### src/rotl_pkg.sv
package rotl_pkg;
  // flash geometry
  localparam int ADDR_W = 24;
  localparam int DATA_W = 16;
  localparam logic [ADDR_W-1:0] OPTION_BYTE_ADDR = 24'hfffe0e;
  localparam logic [ADDR_W-1:0] REF_SUPPLY_ADDR = 24'h1fc040;
  localparam logic [ADDR_W-1:0] REF_PINS_ADDR = 24'h1fc042;
  localparam logic [ADDR_W-1:0] CLK_TRIM_ADDR = 24'h1fc0b8;
  localparam logic [ADDR_W-1:0] OSC_TRIM_ADDR = 24'h1fc0ba;
  // field positions in the option byte
  localparam int OPT_RATE_LSB = 0;
  localparam int OPT_WIN_BIT = 3;
  // field positions in trim halfwords
  localparam int ACLK_LSB = 10;
  localparam int HTT_LSB = 0;
  localparam int TC_LSB = 10;
  localparam int IRC_LSB = 0;
  // left-justified 12-bit reference
  localparam int REF_LSB = 4;
  localparam int REF_AVG_COUNT = 8;
  // register offsets
  localparam logic [7:0] REG_WDOG = 8'h00;
  localparam logic [7:0] REG_CLKTRIM = 8'h04;
  localparam logic [7:0] REG_OSCTRIM = 8'h08;
  localparam logic [7:0] REG_REFS = 8'h0c;
  localparam logic [7:0] REG_STATUS = 8'h10;
  localparam logic [7:0] REG_CTRL = 8'h14;
  // reset values
  localparam logic [2:0] RATE_RST = 3'h0;
  localparam logic WIN_RST = 1'b0;

  typedef enum logic [2:0] {
    ST_OPT, ST_REF0, ST_REF1, ST_CLK, ST_OSC, ST_DONE
  } rotl_state_t;

  typedef struct packed {
    logic [2:0] timeout_rate_select;
    logic window_mode_select;
  } rotl_wdog_t;

  typedef struct packed {
    logic [5:0] autonomous_clock_trim;
    logic [3:0] high_temp_trim;
    logic [4:0] temp_coefficient_trim;
    logic [9:0] internal_osc_trim;
  } rotl_trim_t;

  typedef struct packed {
    logic [ADDR_W-1:0] addr;
    logic req;
  } rotl_flash_req_t;
endpackage : rotl_pkg

### src/rotl_loader.sv
// Summary of operation
// RQ1 - cpu is held off until every loaded value is in place after reset.
// RQ2 - the option byte at its fixed address is read during the sequence.
// RQ3 - timeout rate gets the inverse of option bits 2..0.
// RQ4 - window mode gets the inverse of option bit 3.
// RQ5 - the supply-referenced bandgap result is read at its fixed halfword.
// RQ6 - the pin-referenced bandgap result is read at the next halfword.
// RQ7 - clock and temp trims share one halfword, tc and osc trims the next.
// RQ8 - each bandgap value is a left-justified 12-bit result.
// RQ9 - each bandgap value is an average of eight production conversions.
`timescale 1ns/100ps
module rotl_loader
  import rotl_pkg::*;
(
  input wire logic aclk,
  input wire logic aresetn,
  input wire logic clk_en,
  output rotl_flash_req_t flash_req,
  input wire logic flash_ack,
  input wire logic [DATA_W-1:0] flash_rdata,
  output logic cpu_hold,
  output rotl_wdog_t wdog_cfg,
  output rotl_trim_t trim_cfg,
  input wire logic [31:0] s_axi_awaddr,
  input wire logic s_axi_awvalid,
  output logic s_axi_awready,
  input wire logic [31:0] s_axi_wdata,
  input wire logic [3:0] s_axi_wstrb,
  input wire logic s_axi_wvalid,
  output logic s_axi_wready,
  output logic [1:0] s_axi_bresp,
  output logic s_axi_bvalid,
  input wire logic s_axi_bready,
  input wire logic [31:0] s_axi_araddr,
  input wire logic s_axi_arvalid,
  output logic s_axi_arready,
  output logic [31:0] s_axi_rdata,
  output logic [1:0] s_axi_rresp,
  output logic s_axi_rvalid,
  input wire logic s_axi_rready
);

  function automatic logic [7:0] reg_off(input logic [31:0] a);
    reg_off = {a[7:2], 2'b00};
  endfunction : reg_off

  function automatic logic reg_hit(input logic [7:0] o);
    reg_hit = (o <= REG_CTRL);
  endfunction : reg_hit

  rotl_state_t state_q, state_d;
  rotl_wdog_t wdog_q;
  rotl_trim_t trim_q;
  logic [DATA_W-1:0] ref_supply_q, ref_pins_q;
  logic reload_q;

  // sequencer
  wire step = flash_ack && state_q != ST_DONE;
  always_comb begin
    state_d = state_q;
    if (reload_q) state_d = ST_OPT;
    else if (step) begin
      unique case (state_q)
        ST_OPT: state_d = ST_REF0;
        ST_REF0: state_d = ST_REF1;
        ST_REF1: state_d = ST_CLK;
        ST_CLK: state_d = ST_OSC;
        ST_OSC: state_d = ST_DONE;
        ST_DONE: state_d = ST_DONE;
      endcase
    end
  end

  logic [ADDR_W-1:0] addr_sel;
  always_comb begin
    unique case (state_q)
      ST_OPT: addr_sel = OPTION_BYTE_ADDR; // RQ2
      ST_REF0: addr_sel = REF_SUPPLY_ADDR; // RQ5
      ST_REF1: addr_sel = REF_PINS_ADDR; // RQ6
      ST_CLK: addr_sel = CLK_TRIM_ADDR; // RQ7
      ST_OSC: addr_sel = OSC_TRIM_ADDR; // RQ7
      default: addr_sel = '0;
    endcase
  end
  assign flash_req.addr = addr_sel;
  assign flash_req.req = (state_q != ST_DONE);
  assign cpu_hold = (state_q != ST_DONE); // RQ1

  always_ff @(posedge aclk) begin
    if (!aresetn) state_q <= ST_OPT;
    else if (clk_en) state_q <= state_d;
  end

  // option decode
  wire [2:0] nv_rate = flash_rdata[OPT_RATE_LSB +: 3];
  wire nv_win = flash_rdata[OPT_WIN_BIT];
  wire cap_opt = clk_en && step && state_q == ST_OPT;

  always_ff @(posedge aclk) begin
    if (!aresetn) begin
      wdog_q.timeout_rate_select <= RATE_RST;
      wdog_q.window_mode_select <= WIN_RST;
    end else if (cap_opt) begin
      wdog_q.timeout_rate_select <= ~nv_rate; // RQ3
      wdog_q.window_mode_select <= ~nv_win; // RQ4
    end
  end

  // reference results and trims
  always_ff @(posedge aclk) begin
    if (!aresetn) begin
      ref_supply_q <= '0;
      ref_pins_q <= '0;
      trim_q <= '0;
    end else if (clk_en && step) begin
      unique case (state_q)
        ST_REF0: ref_supply_q <= flash_rdata; // RQ5 RQ8 RQ9
        ST_REF1: ref_pins_q <= flash_rdata; // RQ6 RQ8 RQ9
        ST_CLK: begin
          trim_q.autonomous_clock_trim <= flash_rdata[ACLK_LSB +: 6]; // RQ7
          trim_q.high_temp_trim <= flash_rdata[HTT_LSB +: 4]; // RQ7
        end
        ST_OSC: begin
          trim_q.temp_coefficient_trim <= flash_rdata[TC_LSB +: 5]; // RQ7
          trim_q.internal_osc_trim <= flash_rdata[IRC_LSB +: 10]; // RQ7
        end
        default: ;
      endcase
    end
  end
  assign wdog_cfg = wdog_q;
  assign trim_cfg = trim_q;

  // axi4-lite slave
  logic aw_got_q, w_got_q, bvalid_q, rvalid_q;
  logic [7:0] aw_off_q;
  logic [31:0] wdata_q, rdata_q;
  logic [1:0] bresp_q, rresp_q;

  // handshakes only while enabled, so no beat is lost when frozen
  assign s_axi_awready = clk_en && !aw_got_q && !bvalid_q;
  assign s_axi_wready = clk_en && !w_got_q && !bvalid_q;
  assign s_axi_arready = clk_en && !rvalid_q;
  assign s_axi_bvalid = clk_en && bvalid_q;
  assign s_axi_bresp = bresp_q;
  assign s_axi_rvalid = clk_en && rvalid_q;
  assign s_axi_rdata = rdata_q;
  assign s_axi_rresp = rresp_q;

  wire aw_fire = s_axi_awvalid && s_axi_awready;
  wire w_fire = s_axi_wvalid && s_axi_wready;
  wire aw_have = aw_got_q || aw_fire;
  wire w_have = w_got_q || w_fire;
  wire [7:0] aw_off = aw_got_q ? aw_off_q : reg_off(s_axi_awaddr);
  wire [31:0] wdat = w_got_q ? wdata_q : s_axi_wdata;
  wire [3:0] wstrb_eff = s_axi_wstrb;
  wire wr_do = clk_en && aw_have && w_have && !bvalid_q;
  wire wr_ctrl = wr_do && aw_off == REG_CTRL && wdat[0] && wstrb_eff[0];

  wire [7:0] ar_off = reg_off(s_axi_araddr);
  logic [31:0] rd_mux;
  always_comb begin
    rd_mux = '0;
    unique case (ar_off)
      REG_WDOG: rd_mux = {28'h0, wdog_q.window_mode_select,
        wdog_q.timeout_rate_select};
      REG_CLKTRIM: rd_mux = {22'h0, trim_q.autonomous_clock_trim,
        trim_q.high_temp_trim};
      REG_OSCTRIM: rd_mux = {17'h0, trim_q.temp_coefficient_trim,
        trim_q.internal_osc_trim};
      REG_REFS: rd_mux = {ref_pins_q, ref_supply_q};
      REG_STATUS: rd_mux = {28'h0, 1'b0, state_q};
      default: rd_mux = '0;
    endcase
    if (ar_off == REG_STATUS) rd_mux[4] = (state_q == ST_DONE);
  end

  always_ff @(posedge aclk) begin
    if (!aresetn) begin
      aw_got_q <= 1'b0;
      w_got_q <= 1'b0;
      bvalid_q <= 1'b0;
      aw_off_q <= '0;
      wdata_q <= '0;
      bresp_q <= 2'h0;
      reload_q <= 1'b0;
    end else if (clk_en) begin
      reload_q <= wr_ctrl && !cpu_hold;
      if (aw_fire) aw_off_q <= reg_off(s_axi_awaddr);
      if (w_fire) wdata_q <= s_axi_wdata;
      if (wr_do) begin
        aw_got_q <= 1'b0;
        w_got_q <= 1'b0;
        bvalid_q <= 1'b1;
        bresp_q <= (aw_off == REG_CTRL) ? 2'h0 : 2'h2;
      end else begin
        if (aw_fire) aw_got_q <= 1'b1;
        if (w_fire) w_got_q <= 1'b1;
        if (bvalid_q && s_axi_bready) bvalid_q <= 1'b0;
      end
    end
  end

  always_ff @(posedge aclk) begin
    if (!aresetn) begin
      rvalid_q <= 1'b0;
      rdata_q <= '0;
      rresp_q <= 2'h0;
    end else if (clk_en) begin
      if (s_axi_arvalid && s_axi_arready) begin
        rvalid_q <= 1'b1;
        rdata_q <= rd_mux;
        rresp_q <= reg_hit(ar_off) ? 2'h0 : 2'h2;
      end else if (rvalid_q && s_axi_rready) begin
        rvalid_q <= 1'b0;
      end
    end
  end

endmodule : rotl_loader

### config.mk
export PLATFORM = sky130hd
export DESIGN_NAME = rotl_loader
export DESIGN_NICKNAME = d
export VERILOG_FILES = /design/src/rotl_pkg.sv /design/src/rotl_loader.sv
export SDC_FILE = /design/constraint.sdc
export NUM_CORES = 1
export LEC_CHECK = 0
export ABC_AREA = 1
export BUFFER_PORTS_ARGS = -buffer_cell sky130_fd_sc_hd__buf_2
export CELL_PAD_IN_SITES_DETAIL_PLACEMENT = 1
export CELL_PAD_IN_SITES_GLOBAL_PLACEMENT = 1
export CORE_ASPECT_RATIO = 1.75
export CORE_MARGIN = 2
export CORE_UTILIZATION = 32
export DETAILED_ROUTE_END_ITERATION = 7
export PLACE_DENSITY_LB_ADDON = 0.1
export REMOVE_ABC_BUFFERS = 1
export SYNTH_ARGS = -nofsm -noshare
export SYNTH_HDL_FRONTEND = slang
export SYNTH_SLANG_ARGS = --single-unit
### constraint.sdc
create_clock -name aclk -period 1.59 [get_ports aclk]
set_clock_uncertainty 0.05 [all_clocks]
set_input_delay 0.477 -clock aclk [delete_from_list [all_inputs] [get_ports aclk]]
set_output_delay 0.477 -clock aclk [all_outputs]
set_load 0.01 [all_outputs]
==> flow_summary_export.csv <==
group,metric,value,unit
outcome,outcome,"finished with violations",
outcome,failed_checks,"negative setup slack",
placed_design,dp.cells,938,
synthesis,synth_cells,626,
clock_tree,cts_buffer_depth,2,
pwr,powerDensity,958,nW/um2
route,drt_pass1_iterations,4,
sta,tns,-5.05,ns
global_routing,grtUsageMet3,3.90,%
synthesis,yosysMostFrequentCell,"dfxtp_1",
synthesis,synthTopCellsByArea,"dfxtp_1, o21ai_0, a21oi_1",
route,via_per_inst,4.87,
clock_tree,cts_root_buffer,"clkbuf_16",
global_routing,grt_pass1_wl,24300,um
finish,antenna_cells,0,
critical_path,reg2reg_depth,10,
finish,n_fill_cell,1772,
synthesis,synth_common_cells,"dfxtp_1, o21ai_0, a21oi_1",
global_routing,grt_max_degree,60,
critical_path,end_kind,"output port",
hold_path,hold_class,"primary input to flop",
global_routing,grtUsageMet2,36.6,%
critical_path,r2r_slack,0.05,ns
synthesis,synth_top_area_share,47.1,%
global_routing,grt_overflow,0,
critical_path,cp.arrival,1.37,ns
critical_path,cp_max_fo,4,
floorplan,die_area,15600,um2
finish,postLayoutCellArea,6390,um2
route,drt-wirelength-per-cell,16.2,um
synthesis,synth_edf_count,0,
global_routing,grt_usage,20.1,%
synthesis,yosysSeqAreaShare,47.1,%
sta,setup_viol,24,
hold_path,hold_depth,4,
placed_design,io_buffers,130,
finish,fin_nets,905,
sta,setup_slack,-0.305,ns
clock_tree,clk_pin_slew,0.07,ns
route,drt_iter0_drc,118,
synthesis,synth.yosys.warnings,0,
synthesis,synth_top_area_cell,"dfxtp_1",
clock_tree,numCtsBuffers,9,
critical_path,worstPathRequired,1.06,ns
sta,fmax,528,MHz
floorplan,core.rowCount,58,
synthesis,synthesis.area,4670,um2
sta,min_period_over_period,119,%
critical_path,critPathLaunchType,"flop",
hold_path,holdPathEnd,"bvalid_q",
pwr,vdd_drop_max,0.000612,V
sta,slew_violations,0,
critical_path,timing.rr.start,"state_q[1]",
synthesis,async_flop_share,0,%
finish,utilization,44.7,%
hold_path,worstHoldStart,"s_axi_bready",
critical_path,reg2reg_to,"wdog_cfg[1]",
global_routing,use_met1,23.4,%
finish,multi_input_area,1970,um2
clock_tree,cts_tree,"built",
placed_design,postPlaceCellArea,5710,um2
placed_design,gp_congestion,0.767,
route,drc_errors,0,
floorplan,initial_core_util,32.7,%
floorplan,die_h,164,um
sta,hold_violations,0,
clock_tree,ctsHoldBuffers,0,
global_routing,antenna_found_initial,0,
clock_tree,clock_insertion_delay_worst_skew,0.35,ns
sta,rsz0062_at_grt,"yes",
clock_tree,clkSinkCount,110,
synthesis,ys_seq_elements,110,
finish,seqCellArea,2220,um2
synthesis,avgSynthCellArea,7.46,um2
pwr,power,6.12,mW
finish,instances_no_fill,965,
synthesis,synthFlopType,"dfxtp_1",
synthesis,ys_types,31,
run,maxCapViolations,0,
global_routing,grt_pass1_vias,4759,
global_routing,grt.busiest_layer,"met2",
placed_design,post-dp-hpwl,11300,um
route,ant_nets,0,
floorplan,die_w,95.3,um
clock_tree,htreeDepth,3,
finish,area_growth,36.8,%
sta,fin_crit,1.89,ns
finish,drive_above_1_share,32.1,%
pwr,p_leak,2.80,nW
critical_path,path_class,"flop to output port",
floorplan,coreArea,14300,um2
floorplan,io-pin-count,221,
route,routed_wl,15700,um
route,vias,4697,
-- registers in the layout (all words and copies together) (netlist names), 3 cells and up --
register,count
s_axi_rdata,32
ref_pins_q,16
trim_cfg,25
ref_supply_q,16
wdog_cfg,4
aw_off_q,6
state_q,3
-- worst max-delay path, cell delays in order, from the launching register on --
cell and delay, ns:
dfxtp_4 0.37, inv_2 0.07, nor2_2 0.04, a22o_1 0.20
or2_4 0.23, buf_6 0.12
-- what timing repair did --
item                                    4_1_cts  5_1_grt
gates cloned                                  0        1
buffers inserted                              6        5
gates resized for setup                      29       39
endpoints found under the setup margin       26       31
pin swaps                                     8        8
-- stage by stage --
step           setup WS (ns)  hold slack, ns
2_1_floorplan         -0.274           0.373
3_3_place_gp         -0.0987           0.380
3_5_place_dp          -0.138           0.387
4_1_cts               -0.310           0.342
5_1_grt               -0.343           0.363
6_report              -0.305           0.345
-- routing by layer --
| metal | wire length (um) | part of all wire, % | vias up |
|---|---|---|---|
| met5 | 0 | 0 | - |
| met4 | 209 | 1.3 | 0 |
| met3 | 845 | 5.4 | 15 |
| met2 | 8370 | 53 | 119 |
| met1 | 6250 | 40 | 2238 |
| li1 | - | - | 2325 |
-- worst max path at each step --
| stage | startpoint | cells past startpoint | to |
|---|---|---|---|
| global route | state_q[0] | 5 | flash_req[4] |
| global placement | clk_en | 6 | s_axi_wready |
| detailed placement | s_axi_araddr[6] | 8 | s_axi_rdata[2] |
| CTS | state_q[0] | 4 | flash_req[4] |
| floorplan | state_q[1] | 4 | flash_req[4] |
| finish | state_q[0] | 5 | flash_req[4] |
-- layout make-up --
class | count | share of cell area, %
timing repair buffer | 193 | 21.5
inverter | 71 | 4.29
clock buffer | 10 | 3.58
tap | 180 | 3.53
clock inverter | 6 | 1.47
multi-input combinational | 395 | 30.9
sequential | 110 | 34.7
-- kinds of logic (layout without fill, tap and decap cells) --
logic type             Yosys count  in the layout  share of synthesized area, %
other                            1              4                        0.0803
AOI/OAI and AO/OA              197            197                          21.6
buffers and inverters          124            280                          12.8
DFF                            110            110                          47.1
and+or+nand+nor                194            194                          18.4
-- where the power goes --
group	internal, mW	switching, mW	leakage (nW)
combinational	0.339	0.427	1.74
clock	1.40	1.07	0.159
sequential	2.84	0.0533	0.896
-- cell usage in the layout (no fill, tap or decap), types with 2 or more instances in the layout --
cell type,netlist,final
dfxtp_4,0,3
nand3_2,2,3
inv_2,5,8
inv_1,63,59
bufinv_16,0,2
conb_1,1,4
inv_6,0,2
nor2_4,6,11
buf_6,0,28
dfxtp_1,110,105
nand3_4,1,2
o21ai_0,93,91
a21oi_1,92,91
o22ai_1,5,5
nand3_1,21,19
buf_12,0,7
nor3_1,4,4
buf_4,27,52
o21ai_1,0,2
nor2_1,81,77
buf_2,13,106
nand2_1,70,65
clkbuf_16,0,9
clkinv_1,2,2
a31oi_1,2,2
nand2_2,3,7
dfxtp_2,0,2
o211ai_1,2,2
No activity file was read; power rests on OpenSTA's default activity.
